===== src/hdl/aer_pkg.sv =====
// constants for the advanced error reporting register bank
package aer_pkg;
  // ----------------------------------------------------------------
  // register byte addresses
  // ----------------------------------------------------------------
  localparam logic [11:0] ADDR_CAP_HDR = 12'hFB4;
  localparam logic [11:0] ADDR_UNC_STATUS = 12'hFB8;
  localparam logic [11:0] ADDR_UNC_MASK = 12'hFBC;
  localparam logic [11:0] ADDR_UNC_SEVERITY = 12'hFC0;
  localparam logic [11:0] ADDR_COR_STATUS = 12'hFC4;
  localparam logic [11:0] ADDR_COR_MASK = 12'hFC8;
  localparam logic [11:0] ADDR_CAP_CTRL = 12'hFCC;
  localparam logic [11:0] ADDR_ROOT_CMD = 12'hFE0;
  localparam logic [11:0] ADDR_ROOT_STATUS = 12'hFE4;
  localparam logic [11:0] ADDR_SOURCE_ID = 12'hFE8;
  localparam logic [11:0] ADDR_IRQ_STATUS = 12'hF00;
  localparam logic [11:0] ADDR_IRQ_MASK = 12'hF04;

  // ----------------------------------------------------------------
  // capability header fields
  // ----------------------------------------------------------------
  localparam logic [15:0] CAP_ID = 16'h0001;
  localparam logic [3:0] CAP_VERSION = 4'h1;
  localparam logic [11:0] CAP_NEXT = 12'h138;

  // ----------------------------------------------------------------
  // uncorrectable bit layout
  // ----------------------------------------------------------------
  localparam int UNC_DLP = 4;
  localparam int UNC_SURPRISE = 5;
  localparam int UNC_POISON = 12;
  localparam int UNC_FCP = 13;
  localparam int UNC_CPL_TIMEOUT = 14;
  localparam int UNC_CPL_ABORT = 15;
  localparam int UNC_UNEXP_CPL = 16;
  localparam int UNC_RX_OVERFLOW = 17;
  localparam int UNC_MALFORMED = 18;
  localparam int UNC_ECRC = 19;
  localparam int UNC_UNSUP_REQ = 20;
  localparam int UNC_INTERNAL = 22;
  // implemented status bits, internal error added on port 0
  localparam logic [31:0] UNC_IMPL = 32'h0017_D030;
  localparam logic [31:0] UNC_INT_BIT = 32'h0040_0000;
  localparam logic [31:0] UNC_MASK_RST = 32'h0040_0000;
  localparam logic [31:0] UNC_SEV_RST = 32'h0046_2030;
  localparam logic [31:0] UNC_FCP_BIT = 32'h0000_2000;
  // errors that go advisory when severity is non-fatal
  localparam logic [31:0] UNC_ADVISORY = 32'h0011_D000;

  // ----------------------------------------------------------------
  // correctable bit layout
  // ----------------------------------------------------------------
  localparam int COR_ADVISORY = 13;
  localparam int COR_INTERNAL = 14;
  localparam int COR_HDR_OVF = 15;
  localparam logic [31:0] COR_IMPL = 32'h0000_B1C1;
  localparam logic [31:0] COR_INT_BIT = 32'h0000_4000;
  localparam logic [31:0] COR_MASK_RST = 32'h0000_E000;

  // ----------------------------------------------------------------
  // capabilities and control
  // ----------------------------------------------------------------
  localparam logic [4:0] FIRST_PTR_RST = 5'h1F;

  // ----------------------------------------------------------------
  // interrupt sources
  // ----------------------------------------------------------------
  localparam int IRQ_UNC = 0;
  localparam int IRQ_COR = 1;
  localparam int IRQ_W = 2;

  typedef enum logic [2:0] {
    MSG_IDLE = 3'b001,
    MSG_SEND = 3'b010,
    MSG_WAIT = 3'b100
  } msg_state_t;

  typedef enum logic [1:0] {
    MSG_COR = 2'h0,
    MSG_NONFATAL = 2'h1,
    MSG_FATAL = 2'h2
  } msg_kind_t;
endpackage


===== src/hdl/pcie_advanced_error_reporting.sv =====
// advanced error reporting register bank with apb access
//
// Local design decision: register access over APB.
`timescale 1ns/1ps
`default_nettype none
module pcie_advanced_error_reporting #(
  parameter bit PORT_ZERO = 1'b1
) (
  // clock and resets
  input wire logic sys_clk,
  input wire logic sys_rst,
  input wire logic auxPowerRst,
  // strap
  input wire logic rootMode,
  // apb
  input wire logic psel,
  input wire logic penable,
  input wire logic pwrite,
  input wire logic [11:0] paddr,
  input wire logic [31:0] pwdata,
  input wire logic [3:0] pstrb,
  output logic [31:0] prdata,
  output logic pready,
  output logic pslverr,
  // error events, one-cycle pulses
  input wire logic [31:0] uncErrEvent,
  input wire logic [31:0] corErrEvent,
  // message toward root complex
  output logic msgValid,
  output aer_pkg::msg_kind_t msgKind,
  input wire logic msgAccept,
  // header log capture strobe
  output logic hdrLogCapture,
  // interrupt
  output logic irq
);
  import aer_pkg::*;

  // ----------------------------------------------------------------
  // port dependent layouts
  // ----------------------------------------------------------------
  // ecrc bit 19 never live, stays zero
  localparam logic [31:0] UNC_LIVE = PORT_ZERO ? (UNC_IMPL | UNC_INT_BIT) : UNC_IMPL;
  localparam logic [31:0] COR_LIVE = PORT_ZERO ? (COR_IMPL | COR_INT_BIT) : COR_IMPL;

  logic [31:0] uncStatus_ff, uncMask_ff, uncSev_ff, corStatus_ff, corMask_ff;
  logic [4:0] firstPtr_ff;
  logic [31:0] rootCmd_ff;
  logic [IRQ_W-1:0] irqStatus_ff, irqMask_ff;
  logic rootMode_ff;
  msg_state_t msgState_ff;
  logic [1:0] pendFatal_ff, pendNonFatal_ff, pendCor_ff;

  // ----------------------------------------------------------------
  // bus decode
  // ----------------------------------------------------------------
  logic wrEn, rdEn;
  logic [31:0] wmask;
  assign wrEn = psel && penable && pwrite && pready;
  // read data latched in setup, shown in access
  assign rdEn = psel && !penable && !pwrite;
  always_comb begin
    for (int i = 0; i < 4; i++) begin
      wmask[i*8 +: 8] = {8{pstrb[i]}};
    end
  end

  logic [31:0] w1c;
  assign w1c = pwdata & wmask;

  // ----------------------------------------------------------------
  // error classification
  // ----------------------------------------------------------------
  logic [31:0] uncHit, uncReport, uncFatal, uncAdvis, uncNonFatal, corHit, corReport;
  logic advisoryHit;
  assign uncHit = uncErrEvent & UNC_LIVE;
  assign uncReport = uncHit & ~uncMask_ff;
  assign uncFatal = uncReport & uncSev_ff;
  assign uncAdvis = uncReport & ~uncSev_ff & UNC_ADVISORY;
  assign uncNonFatal = uncReport & ~uncSev_ff & ~UNC_ADVISORY;
  assign advisoryHit = |uncAdvis;
  // advisory error raises correctable bit 13
  assign corHit = (corErrEvent & COR_LIVE)
                | (advisoryHit ? (32'h1 << COR_ADVISORY) : 32'h0);
  assign corReport = corHit & ~corMask_ff;

  // ----------------------------------------------------------------
  // sticky registers, cleared only by aux power reset; header log strobe cleared by sys_rst
  // ----------------------------------------------------------------
  // sticky fields ignore sys_rst
  // uncorrectable status, set wins over clear
  always_ff @(posedge sys_clk) begin
    if (auxPowerRst) begin
      uncStatus_ff <= 32'h0;
    end else if (wrEn && paddr == ADDR_UNC_STATUS) begin
      uncStatus_ff <= ((uncStatus_ff & ~w1c) | uncHit) & UNC_LIVE;
    end else begin
      uncStatus_ff <= (uncStatus_ff | uncHit) & UNC_LIVE;
    end
  end

  // mask sticky, only live bits writable
  always_ff @(posedge sys_clk) begin
    if (auxPowerRst) begin
      uncMask_ff <= UNC_MASK_RST;
    end else if (wrEn && paddr == ADDR_UNC_MASK) begin
      uncMask_ff <= (uncMask_ff & ~(wmask & UNC_LIVE)) | (pwdata & wmask & UNC_LIVE);
    end
  end

  // bit 13 kept at one from reset
  always_ff @(posedge sys_clk) begin
    if (auxPowerRst) begin
      uncSev_ff <= UNC_SEV_RST;
    end else if (wrEn && paddr == ADDR_UNC_SEVERITY) begin
      uncSev_ff <= (uncSev_ff & ~(wmask & UNC_LIVE)) | (pwdata & wmask & UNC_LIVE);
    end
  end

  always_ff @(posedge sys_clk) begin
    if (auxPowerRst) begin
      corStatus_ff <= 32'h0;
    end else if (wrEn && paddr == ADDR_COR_STATUS) begin
      corStatus_ff <= ((corStatus_ff & ~w1c) | corHit) & COR_LIVE;
    end else begin
      corStatus_ff <= (corStatus_ff | corHit) & COR_LIVE;
    end
  end

  always_ff @(posedge sys_clk) begin
    if (auxPowerRst) begin
      corMask_ff <= COR_MASK_RST;
    end else if (wrEn && paddr == ADDR_COR_MASK) begin
      corMask_ff <= (corMask_ff & ~(wmask & COR_LIVE)) | (pwdata & wmask & COR_LIVE);
    end
  end

  // first error pointer, lowest reported bit wins a tie
  logic [4:0] nxt_firstPtr;
  always_comb begin
    nxt_firstPtr = firstPtr_ff;
    for (int i = 31; i >= 0; i--) begin
      if (uncReport[i]) begin
        nxt_firstPtr = 5'(i);
      end
    end
  end
  // pointer moves only on unmasked error while empty
  // pointer freed once its status bit clears
  always_ff @(posedge sys_clk) begin
    if (auxPowerRst) begin
      firstPtr_ff <= FIRST_PTR_RST;
    end else if (|uncReport && firstPtr_ff == FIRST_PTR_RST) begin
      firstPtr_ff <= nxt_firstPtr;
    end else if (firstPtr_ff != FIRST_PTR_RST && !uncStatus_ff[firstPtr_ff]) begin
      firstPtr_ff <= FIRST_PTR_RST;
    end
  end

  // header log only for unmasked errors
  always_ff @(posedge sys_clk) begin
    if (sys_rst) begin
      hdrLogCapture <= 1'b0;
    end else begin
      hdrLogCapture <= |uncReport && firstPtr_ff == FIRST_PTR_RST;
    end
  end

  // ----------------------------------------------------------------
  // ordinary registers
  // ----------------------------------------------------------------
  // strap sampled into a flop, seen one cycle late
  always_ff @(posedge sys_clk) begin
    if (sys_rst) begin
      rootMode_ff <= 1'b0;
    end else begin
      rootMode_ff <= rootMode;
    end
  end

  // root command writable in root mode only
  always_ff @(posedge sys_clk) begin
    if (sys_rst) begin
      rootCmd_ff <= 32'h0;
    end else if (wrEn && rootMode_ff && paddr == ADDR_ROOT_CMD) begin
      rootCmd_ff <= (rootCmd_ff & ~(wmask & 32'h7)) | (pwdata & wmask & 32'h7);
    end
  end

  // ----------------------------------------------------------------
  // message sender
  // ----------------------------------------------------------------
  // pending message counts per class, saturating at one pending
  logic anyFatal, anyNonFatal, anyCor;
  assign anyFatal = |uncFatal;
  assign anyNonFatal = |uncNonFatal;
  assign anyCor = |corReport;
  logic sentFatal, sentNonFatal, sentCor;
  assign sentFatal = msgValid && msgAccept && msgKind == MSG_FATAL;
  assign sentNonFatal = msgValid && msgAccept && msgKind == MSG_NONFATAL;
  assign sentCor = msgValid && msgAccept && msgKind == MSG_COR;

  always_ff @(posedge sys_clk) begin
    if (sys_rst) begin
      pendFatal_ff <= 2'h0;
      pendNonFatal_ff <= 2'h0;
      pendCor_ff <= 2'h0;
    end else begin
      pendFatal_ff <= {1'b0, anyFatal | (pendFatal_ff[0] & ~sentFatal)};
      pendNonFatal_ff <= {1'b0, anyNonFatal | (pendNonFatal_ff[0] & ~sentNonFatal)};
      pendCor_ff <= {1'b0, anyCor | (pendCor_ff[0] & ~sentCor)};
    end
  end

  always_ff @(posedge sys_clk) begin
    if (sys_rst) begin
      msgState_ff <= MSG_IDLE;
      msgValid <= 1'b0;
      msgKind <= MSG_COR;
    end else begin
      case (msgState_ff)
        MSG_IDLE: begin
          if (pendFatal_ff[0] || pendNonFatal_ff[0] || pendCor_ff[0]) begin
            msgState_ff <= MSG_SEND;
            msgValid <= 1'b1;
            msgKind <= pendFatal_ff[0] ? MSG_FATAL
                     : pendNonFatal_ff[0] ? MSG_NONFATAL : MSG_COR;
          end
        end
        MSG_SEND: begin
          if (msgAccept) begin
            msgValid <= 1'b0;
            msgState_ff <= MSG_WAIT;
          end
        end
        MSG_WAIT: begin
          msgState_ff <= MSG_IDLE;
        end
        default: begin
          msgState_ff <= MSG_IDLE;
          msgValid <= 1'b0;
        end
      endcase
    end
  end

  // ----------------------------------------------------------------
  // interrupt
  // ----------------------------------------------------------------
  logic [IRQ_W-1:0] irqEvent;
  // bit 0 uncorrectable message, bit 1 correctable
  assign irqEvent = {anyCor, anyFatal | anyNonFatal};
  always_ff @(posedge sys_clk) begin
    if (sys_rst) begin
      irqStatus_ff <= '0;
    end else if (wrEn && paddr == ADDR_IRQ_STATUS) begin
      irqStatus_ff <= (irqStatus_ff & ~w1c[IRQ_W-1:0]) | irqEvent;
    end else begin
      irqStatus_ff <= irqStatus_ff | irqEvent;
    end
  end
  always_ff @(posedge sys_clk) begin
    if (sys_rst) begin
      irqMask_ff <= '0;
    end else if (wrEn && paddr == ADDR_IRQ_MASK && pstrb[0]) begin
      irqMask_ff <= pwdata[IRQ_W-1:0];
    end
  end
  // level output, one cycle behind status
  always_ff @(posedge sys_clk) begin
    if (sys_rst) begin
      irq <= 1'b0;
    end else begin
      irq <= |(irqStatus_ff & irqMask_ff);
    end
  end

  // ----------------------------------------------------------------
  // read path, data ready one cycle after setup
  // ----------------------------------------------------------------
  logic [31:0] rdMux;
  always_comb begin
    case (paddr)
      ADDR_CAP_HDR: rdMux = {CAP_NEXT, CAP_VERSION, CAP_ID};
      ADDR_UNC_STATUS: rdMux = uncStatus_ff | UNC_FCP_BIT;
      ADDR_UNC_MASK: rdMux = uncMask_ff;
      ADDR_UNC_SEVERITY: rdMux = uncSev_ff | UNC_FCP_BIT;
      ADDR_COR_STATUS: rdMux = corStatus_ff;
      ADDR_COR_MASK: rdMux = corMask_ff;
      ADDR_CAP_CTRL: rdMux = {27'h0, firstPtr_ff};
      ADDR_ROOT_CMD: rdMux = rootMode_ff ? rootCmd_ff : 32'h0;
      // root status and source id not modelled
      ADDR_ROOT_STATUS: rdMux = 32'h0;
      ADDR_SOURCE_ID: rdMux = 32'h0;
      ADDR_IRQ_STATUS: rdMux = {{(32-IRQ_W){1'b0}}, irqStatus_ff};
      ADDR_IRQ_MASK: rdMux = {{(32-IRQ_W){1'b0}}, irqMask_ff};
      default: rdMux = 32'h0;
    endcase
  end

  always_ff @(posedge sys_clk) begin
    if (sys_rst) begin
      prdata <= 32'h0;
      pready <= 1'b0;
      pslverr <= 1'b0;
    end else begin
      pready <= psel && !penable;
      pslverr <= 1'b0;
      if (rdEn) begin
        prdata <= rdMux;
      end
    end
  end
endmodule
`default_nettype wire


===== config.mk =====
export PLATFORM = sky130hd
export DESIGN_NAME = pcie_advanced_error_reporting
export DESIGN_NICKNAME = d
export VERILOG_FILES = /design/src/hdl/aer_pkg.sv /design/src/hdl/pcie_advanced_error_reporting.sv
export SDC_FILE = /design/constraint.sdc
export NUM_CORES = 1
export LEC_CHECK = 0
export BUFFER_PORTS_ARGS = -buffer_cell sky130_fd_sc_hd__clkbuf_2
export CAP_MARGIN = 10
export CORE_MARGIN = 2
export CORE_UTILIZATION = 50
export DETAILED_ROUTE_END_ITERATION = 10
export GPL_TIMING_DRIVEN = 0
export MAX_ROUTING_LAYER = met4
export PLACE_DENSITY = 0.92
export RECOVER_POWER = 25
export SKIP_LAST_GASP = 1
export SLEW_MARGIN = 40
export SYNTH_ARGS = -nofsm -noshare
export SYNTH_HDL_FRONTEND = slang
export SYNTH_SLANG_ARGS = --single-unit
export TNS_END_PERCENT = 100

===== constraint.sdc =====
create_clock -name sys_clk -period 2.8 [get_ports sys_clk]
set_clock_uncertainty 0.05 [all_clocks]
set_input_delay 0.56 -clock sys_clk [delete_from_list [all_inputs] [get_ports sys_clk]]
set_output_delay 0.56 -clock sys_clk [all_outputs]
set_load 0.01 [all_outputs]

# Word level (Yosys, flattened, before mapping)
# Cells that the tools add are included.
# totals
ff_bits	221
output_inout_bits	39
input_bits	120
elab_cells	172
# op_classes
eq_ne	20
n_bitwise	43
magnitude_cmp	1
muxes	50
n_reduce_logical	38
# ops
cell	count
$pmux W32 S10	1
$and A32 B32 Y32	6
$mux W5	34
$eq A12 B12 Y1 const B	10
$not A32 Y32	3
$reduce_or A32 Y1	3
$or A32 B23 Y32	2
$and A23 B23 Y23	2
$or A23 B23 Y23	2
$ne A33 B33 Y1 const B	1
$and A16 B32 Y32	1
$and A23 B32 Y32	1
$mux W32	1
$not A16 Y32	1
$not A23 Y32	1
$not A3 Y32	1
$or A16 B16 Y16	2
$or A32 B16 Y32	1
$or A32 B3 Y32	1
$reduce_or A27 Y1	1
$mux W23	1
$not A23 Y23	1
$logic_and A1 B1 Y1	21
$and A16 B16 Y16	1
other kinds (32)	53

# Depth between registers and ports, before layout
# Gate-level depths: netlist of run 1.
# logic_depth
depth_word	35
depth_mapped	8
ltp_nobuf	5

# Worst setup path after synthesis of run 1
# OpenSTA, ideal clock, no wires.
# synth_path
path_kind	input -> register
startpoint	input paddr[3]
endpoint	register with a tool-made name
required_ps	2628
t_arrival_ps	1939
path_stages	7
slack_ps	689
setup_time_ps	122
path_buffers	2
path_cell_list	buf_6 or3b_4 nor4_4 and2_1 buf_6 mux2i_1 nand2_1
# synth_lines
item	line	rtl
start, declared	pcie_advanced_error_reporting.sv:19	input wire logic [11:0] paddr,

# Worst setup path after layout of run 1
# layout_path
startpoint	input paddr[10]
endpoint	register prdata[17]
# layout_via
elab_chain_len	2
word_cells_on_any_way	11
classes_between	eq/ne: 10; mux: 1
# layout_lines
item	line	rtl
$eq A12 B12 Y1	pcie_advanced_error_reporting.sv:283	case (paddr)
$pmux W32 S10 *	pcie_advanced_error_reporting.sv:283	
end signal, assigned	pcie_advanced_error_reporting.sv:310	prdata <= rdMux;
end, declared	pcie_advanced_error_reporting.sv:22	output logic [31:0] prdata,
# Every way passes the cells marked *; elsewhere a longest branch is shown, timed or not.
# A chain may end at the register's enable or synchronous reset.

==> results of run 1 <==
[power breakdown]
group / internal (mW) / switching (mW) / leakage, nW
Sequential: 1.33 / 0.0397 / 0.735
Clock: 0.488 / 0.468 / 0.106
Combinational: 0.164 / 0.271 / 1.24
[cells by family (layout without fill, tap and decap cells)]
| kind of cell | Yosys count | after routing | synth area share [%] |
|---|---|---|---|
| compound gates | 143 | 143 | 20.16 |
| buf+inv | 69 | 165 | 7.562 |
| flops | 90 | 90 | 39.45 |
| mux | 25 | 25 | 5.562 |
| other cells | 1 | 11 | 0.08211 |
| simple gates | 239 | 239 | 27.18 |
[layout make-up]
type / instances / share of cell area, %
repair buffers: 80 / 6.981
plain buffers: 46 / 4.849
clock inverters: 3 / 0.8667
inverters: 23 / 1.616
well taps: 108 / 2.530
flip-flops and latches: 90 / 33.73
multi-input cells: 418 / 46.26
clock buffers: 13 / 3.162
[worst paths after layout]
kind	slack (ns)	depth (start not counted)	start	to
worst max-delay path	0.57	7	paddr[10]	prdata[17]
worst max register to register	0.68	6	pready	irqStatus_ff[0]
worst min register to register	0.41	2	prdata[17]	prdata[17]
worst min-delay path	0.34	2	penable	pready
[worst max-delay path, stage by stage]
cell      delay, ns
clkbuf_2       0.09
and4_1         0.19
clkbuf_1       0.34
nand2_1        0.21
nor3_1         0.69
a222oi_1       0.20
o21ai_0        0.19
[metal layers]
layer | vias up | global-route usage [%] | share of wire (%)
li1 | 2225 | - | -
met1 | 2238 | 37.80 | 41
met2 | 303 | 46.47 | 47
met3 | 39 | 3.373 | 9.7
met4 | 0 | 10.75 | 2.3
met5 | - | - | 0
[cells in the final DEF, fill, tap and decap left out, drive strengths merged, types with 22 or more instances in the layout]
cell type,instances
dfxtp,90
nand2,57
mux2i,22
inv,23
buf,30
nor2,56
o21ai,24
nand3,34
clkbuf,109
a21oi,51
[through the flow]
step / power (mW) / hold slack [ns] / cell area (um2) / worst slack [ns] / utilization, %
6_report: 2.764 / 0.3368 / 5341 / 0.5676 / 60.66
5_1_grt: 2.865 / 0.3567 / 5341 / 0.4156 / 60.66
2_1_floorplan: 1.663 / 0.3894 / 4604 / 0.6894 / -
3_5_place_dp: 1.819 / 0.3969 / 5146 / 0.2913 / 58.44
3_3_place_gp: 1.805 / 0.3892 / 5140 / 0.2591 / 58.37
4_1_cts: 2.743 / 0.3391 / 5361 / 0.6850 / 60.88
==> summary.txt, run 1 <==
Outcome
  • Status: finished, final reports clean

Finish
  • Cell Count, Final, Fillers Out: 781
  • Share of layout cells above drive strength 1: 16.94%
  • FF/Latch Area: 1802 um2
  • ANT cells: 0
  • Final Net Count: 788
  • Area Overhead vs Synth: 16.96%
  • Area of the multi-input gates: 2471 um2
  • # fillers: 779

Floorplanning
  • Core region area: 8806 um2
  • Row cnt: 34
  • Die H: 99.57 um
  • Die X: 99.57 um
  • Initial core utilization: 51.86%
  • Die area: 9914 um2
  • IO Pins: 159

Timing
  • RSZ-0062 raised after global routing: no
  • Fin crit share: 79.73%
  • Fmax: 448.0 MHz
  • Setup violations, final: 0
  • Tmin final: 2.232 ns
  • Actual slew at the worst max-slew pin: 0.8410 ns
  • TNS Setup: 0 ns
  • Slew Limit Fails: 0
  • Final Hold Vio Count: 0
  • Worst rel slew slack: 43.72%

Power and ir drop
  • Power Density: 517.5 nW/um2
  • Maximum vdd drop: 0.0002829 V
  • LEAKAGE: 2.085 nW

CTS
  • H-tree depth: 3
  • Clock buffer count from CTS: 9
  • Reg clk slew, reported paths: 0.08 ns
  • Clock Latency Late Sink: 0.37 ns
  • CTS max path bufs: 2
  • CTS resizes: 0
  • # clock sinks: 90
  • Setup bufs post-CTS: 0
  • Cts hold-fix bufs: 0
  • Clk root buf: clkbuf_8
  • CTS tree: done

Detailed routing
  • Drt pass-1 iters: 6
  • Drt first-iter violations: 476
  • Vias per cell: 6.152
  • Vias: 4805
  • DRC viols: 0
  • Routed Antenna Nets: 0
  • Routed WL per cell: 17.93 um
  • Routed WL: 14000 um

Logic synthesis
  • Synth Flop Type: dfxtp_1
  • Largest cells by area after synthesis: dfxtp_1 (39%), a21oi_1 (5.6%), mux2i_1 (4.8%), nand2_1 (4.7%), nor2_1 (4.6%)
  • Share of the synthesized area in the top cell type: 39.45%
  • Post-synth EDFFs: 0
  • Cell Area, Synth: 4567 um2
  • FF+latch count, synth: 90
  • Synth Instances: 567
  • Synth cell types: 59
  • Count leader, synth: dfxtp_1
  • Area leader, netlist: dfxtp_1
  • Register area share after synthesis: 39.45%
  • Ys Warns: 0
  • Ys async rst share: 0%
  • Avg Synthesized Cell Area: 8.054 um2
  • Most frequent cells after synthesis: dfxtp_1 (90), nand2_1 (57), nor2_1 (56)

GRT
  • Gr usage total: 28.98%
  • Largest net degree at the start of global routing: 15
  • Grt ovf: 0
  • Initial antenna violation count: 0
  • Vias in the first global route: 4467
  • First-pass GRT wire length: 22290 um

Placement
  • # placed instances: 765
  • Detail Placement HPWL: 10600 um
  • Buffers added on ports: 80
  • Routability-driven placement congestion ratio: 0.9763

Critical path
  • Setup CP Type: in2reg
  • Crit-path max FO: 10
  • Critical path data arrival time: 2.47 ns
  • Worst setup SP type: input port
  • Worst setup EP type: flip-flop
  • CP required: 3.04 ns

Run
  • Max-Cap Viols: 0

Worst hold path
  • Hold crit path type: in2reg
Power figures use the tool's default switching activity.
==> inputs of run 2 (changes only) <==
- clock period: 2.8 -> 2.2 ns (I/O delays scaled with it)
==> run 2 against run 1 <==
Compared with the run above: setup slack worse by 0.50 ns; clock power increased by 27%; critical path depth shrank 1; wire length barely moved; clock-buffer cell count stayed put; critical endpoint is now irqStatus_ff[0]; power up 27%; die area stayed put; cell count unchanged; sequential power is 28% higher; core utilization hardly changed; sequential share of layout area about the same.
==> summary.txt, run 2 (synthesized netlist as in run 1, its figures left out) <==
Timing
  • Fmax: 468.9 MHz
  • Fin crit share: 96.95%
  • Final Hold Vio Count: 0 (unchanged)
  • RSZ-0062 raised after global routing: no
  • TNS Setup: 0 ns (unchanged)
  • Slew Limit Fails: 0 (unchanged)
  • Tmin final: 2.133 ns
  • Worst rel slew slack: 43.95% (+0.22 points)
  • Actual slew at the worst max-slew pin: 0.8377 ns (-0.003329 ns)
  • Setup violations, final: 0 (unchanged)
  • WHS: 0.2234 ns (-0.1134 ns)

Placement
  • # placed instances: 765 (unchanged)
  • Buffers added on ports: 80 (unchanged)
  • Routability-driven placement congestion ratio: 0.9763 (unchanged)
  • Detail Placement HPWL: 10600 um (unchanged)

Detailed routing
  • DRC viols: 0 (unchanged)
  • Met2 routed WL: 6610 um (+0.24%)
  • Met1 WL: 5810 um (+1.5%)
  • Vias: 4772 (-0.69%)
  • Drt first-iter violations: 419 (-12%)
  • Wire length on met3: 1218 um (-10%)
  • Routed WL: 14000 um (about the same)
  • Uppermost routed layer: met4
  • Routed WL per cell: 17.92 um (about the same)
  • Vias per cell: 6.110 (-0.69%)
  • Drt pass-1 iters: 7 (+1)
  • Routed Antenna Nets: 0 (unchanged)

Finish
  • Final Net Count: 788 (unchanged)
  • Area Overhead vs Synth: 17.01% (about the same)
  • ANT cells: 0 (unchanged)
  • Fin util: 60.68% (about the same)
  • Share of layout cells above drive strength 1: 16.79% (-0.15 points)
  • Most frequent cells in the layout: dfxtp_1 (90), nand2_1 (57), nor2_1 (56), clkbuf_2 (56), a21oi_1 (51)
  • Commonest non-fill, non-tap cell in the layout: dfxtp_1
  • Cell Count, Final, Fillers Out: 781 (unchanged)

Run
  • Max-Cap Viols: 0 (unchanged)

Floorplanning
  • Die X: 99.57 um (unchanged)
  • Core region area: 8806 um2 (unchanged)
  • Initial core utilization: 51.86% (unchanged)
  • Die area: 9914 um2 (unchanged)
  • Row cnt: 34 (unchanged)
  • IO Pins: 159 (unchanged)
  • Die H: 99.57 um (unchanged)

Critical path
  • Setup CP Type: reg2reg
  • CP max stage delay: 0.46 ns (-0.23 ns)
  • Cell family with most CP delay: simple AND/OR/NAND/NOR gates
  • Worst setup SP type: flip-flop
  • Crit-path max FO: 10 (unchanged)
  • Worst Path Buf+Inv: 1 (-1)
  • Critical path data arrival time: 2.30 ns (-0.17 ns)
  • Crit path cell chain: and4_1, and2_1, clkbuf_1, nand4_1, o21ai_0, a31oi_1
  • CP required: 2.36 ns (-0.68 ns)
  • Worst setup EP type: flip-flop
  • Slowest cell on the critical path: clkbuf_1

CTS
  • CTS tree: done
  • # clock sinks: 90 (unchanged)
  • Clock buffer count from CTS: 9 (unchanged)
  • Clk root buf: clkbuf_8
  • CTS max path bufs: 2 (unchanged)
  • H-tree depth: 3 (unchanged)
  • Reg clk slew, reported paths: 0.08 ns (about the same)
  • Setup bufs post-CTS: 0 (unchanged)
  • Clock Latency Late Sink: 0.36 ns (about the same)

Power and ir drop
  • Maximum vdd drop: 0.0003596 V (+27%)
  • LEAKAGE: 2.078 nW (-0.31%)
  • Power Density: 656.4 nW/um2 (+27%)

GRT
  • Gr usage total: 28.98% (unchanged)
  • Vias in the first global route: 4467 (unchanged)
  • Largest net degree at the start of global routing: 15 (unchanged)
  • Initial antenna violation count: 0 (unchanged)
  • Grt ovf: 0 (unchanged)
  • First-pass GRT wire length: 22290 um (unchanged)

Outcome
  • Status: finished, final reports clean

Worst hold path
  • Hold crit path type: in2reg
## run 2: cell counts in the layout (fill, tap and decap cells not counted)
Identical to the previous run, type by type.
## run 2: final cells by class
class / count / area (um2)
Sequential cell: 90 / 1802
Fill cell: 780 / 3462
Tap cell: 108 / 135.1
Inverter: 23 / 86.33
Clock inverter: 3 / 46.29
Buffer: 46 / 259.0
Timing Repair Buffer: 80 / 370.4
Clock buffer: 13 / 168.9
Multi-Input combinational cell: 418 / 2476
## run 2: final timing paths
path / from / cells after the start / slack, ns / endpoint
max: pready / 6 / 0.07 / irqStatus_ff[0]
min: penable / 2 / 0.22 / pready
max reg2reg: pready / 6 / 0.07 / irqStatus_ff[0]
min reg2reg: prdata[17] / 2 / 0.41 / prdata[17]
## run 2: layer usage
layer  vias up  global-route usage, %
met5         -                      -
met4         0                  10.75
met3        37                  3.373
met2       291                  46.47
met1      2218                  37.80
li1       2226                      -
## run 2: worst register-to-register path, stage by stage (launching register included)
cell and delay [ns]:
dfxtp_1 0.34, and4_1 0.35, and2_1 0.18, clkbuf_1 0.46, nand4_1 0.19, o21ai_0 0.31, a31oi_1 0.12
## run 2: power by group
part           switching (mW)  leakage (nW)  internal, mW
sequential             0.0506         0.735          1.70
clock                   0.585         0.106         0.621
combinational           0.346          1.24         0.207
total                   0.982          2.08          2.53
## run 2: repair_timing
item                                    in CTS  in global routing
hold buffers                                 0                  0
endpoints found under the setup margin       0                  2
endpoints found under the hold margin        0                  0
resized for setup                            0                  1
## run 2: metrics by stage
stage | instance area (um2) | setup WS (ns) | power, mW
floorplan | 4604 | 0.2094 | 2.116
CTS | 5361 | 0.1096 | 3.492
finish | 5344 | 0.06714 | 3.508
global placement | 5140 | -0.2209 | 2.297
global route | 5344 | 0.01544 | 3.646
detailed placement | 5146 | -0.1887 | 2.315
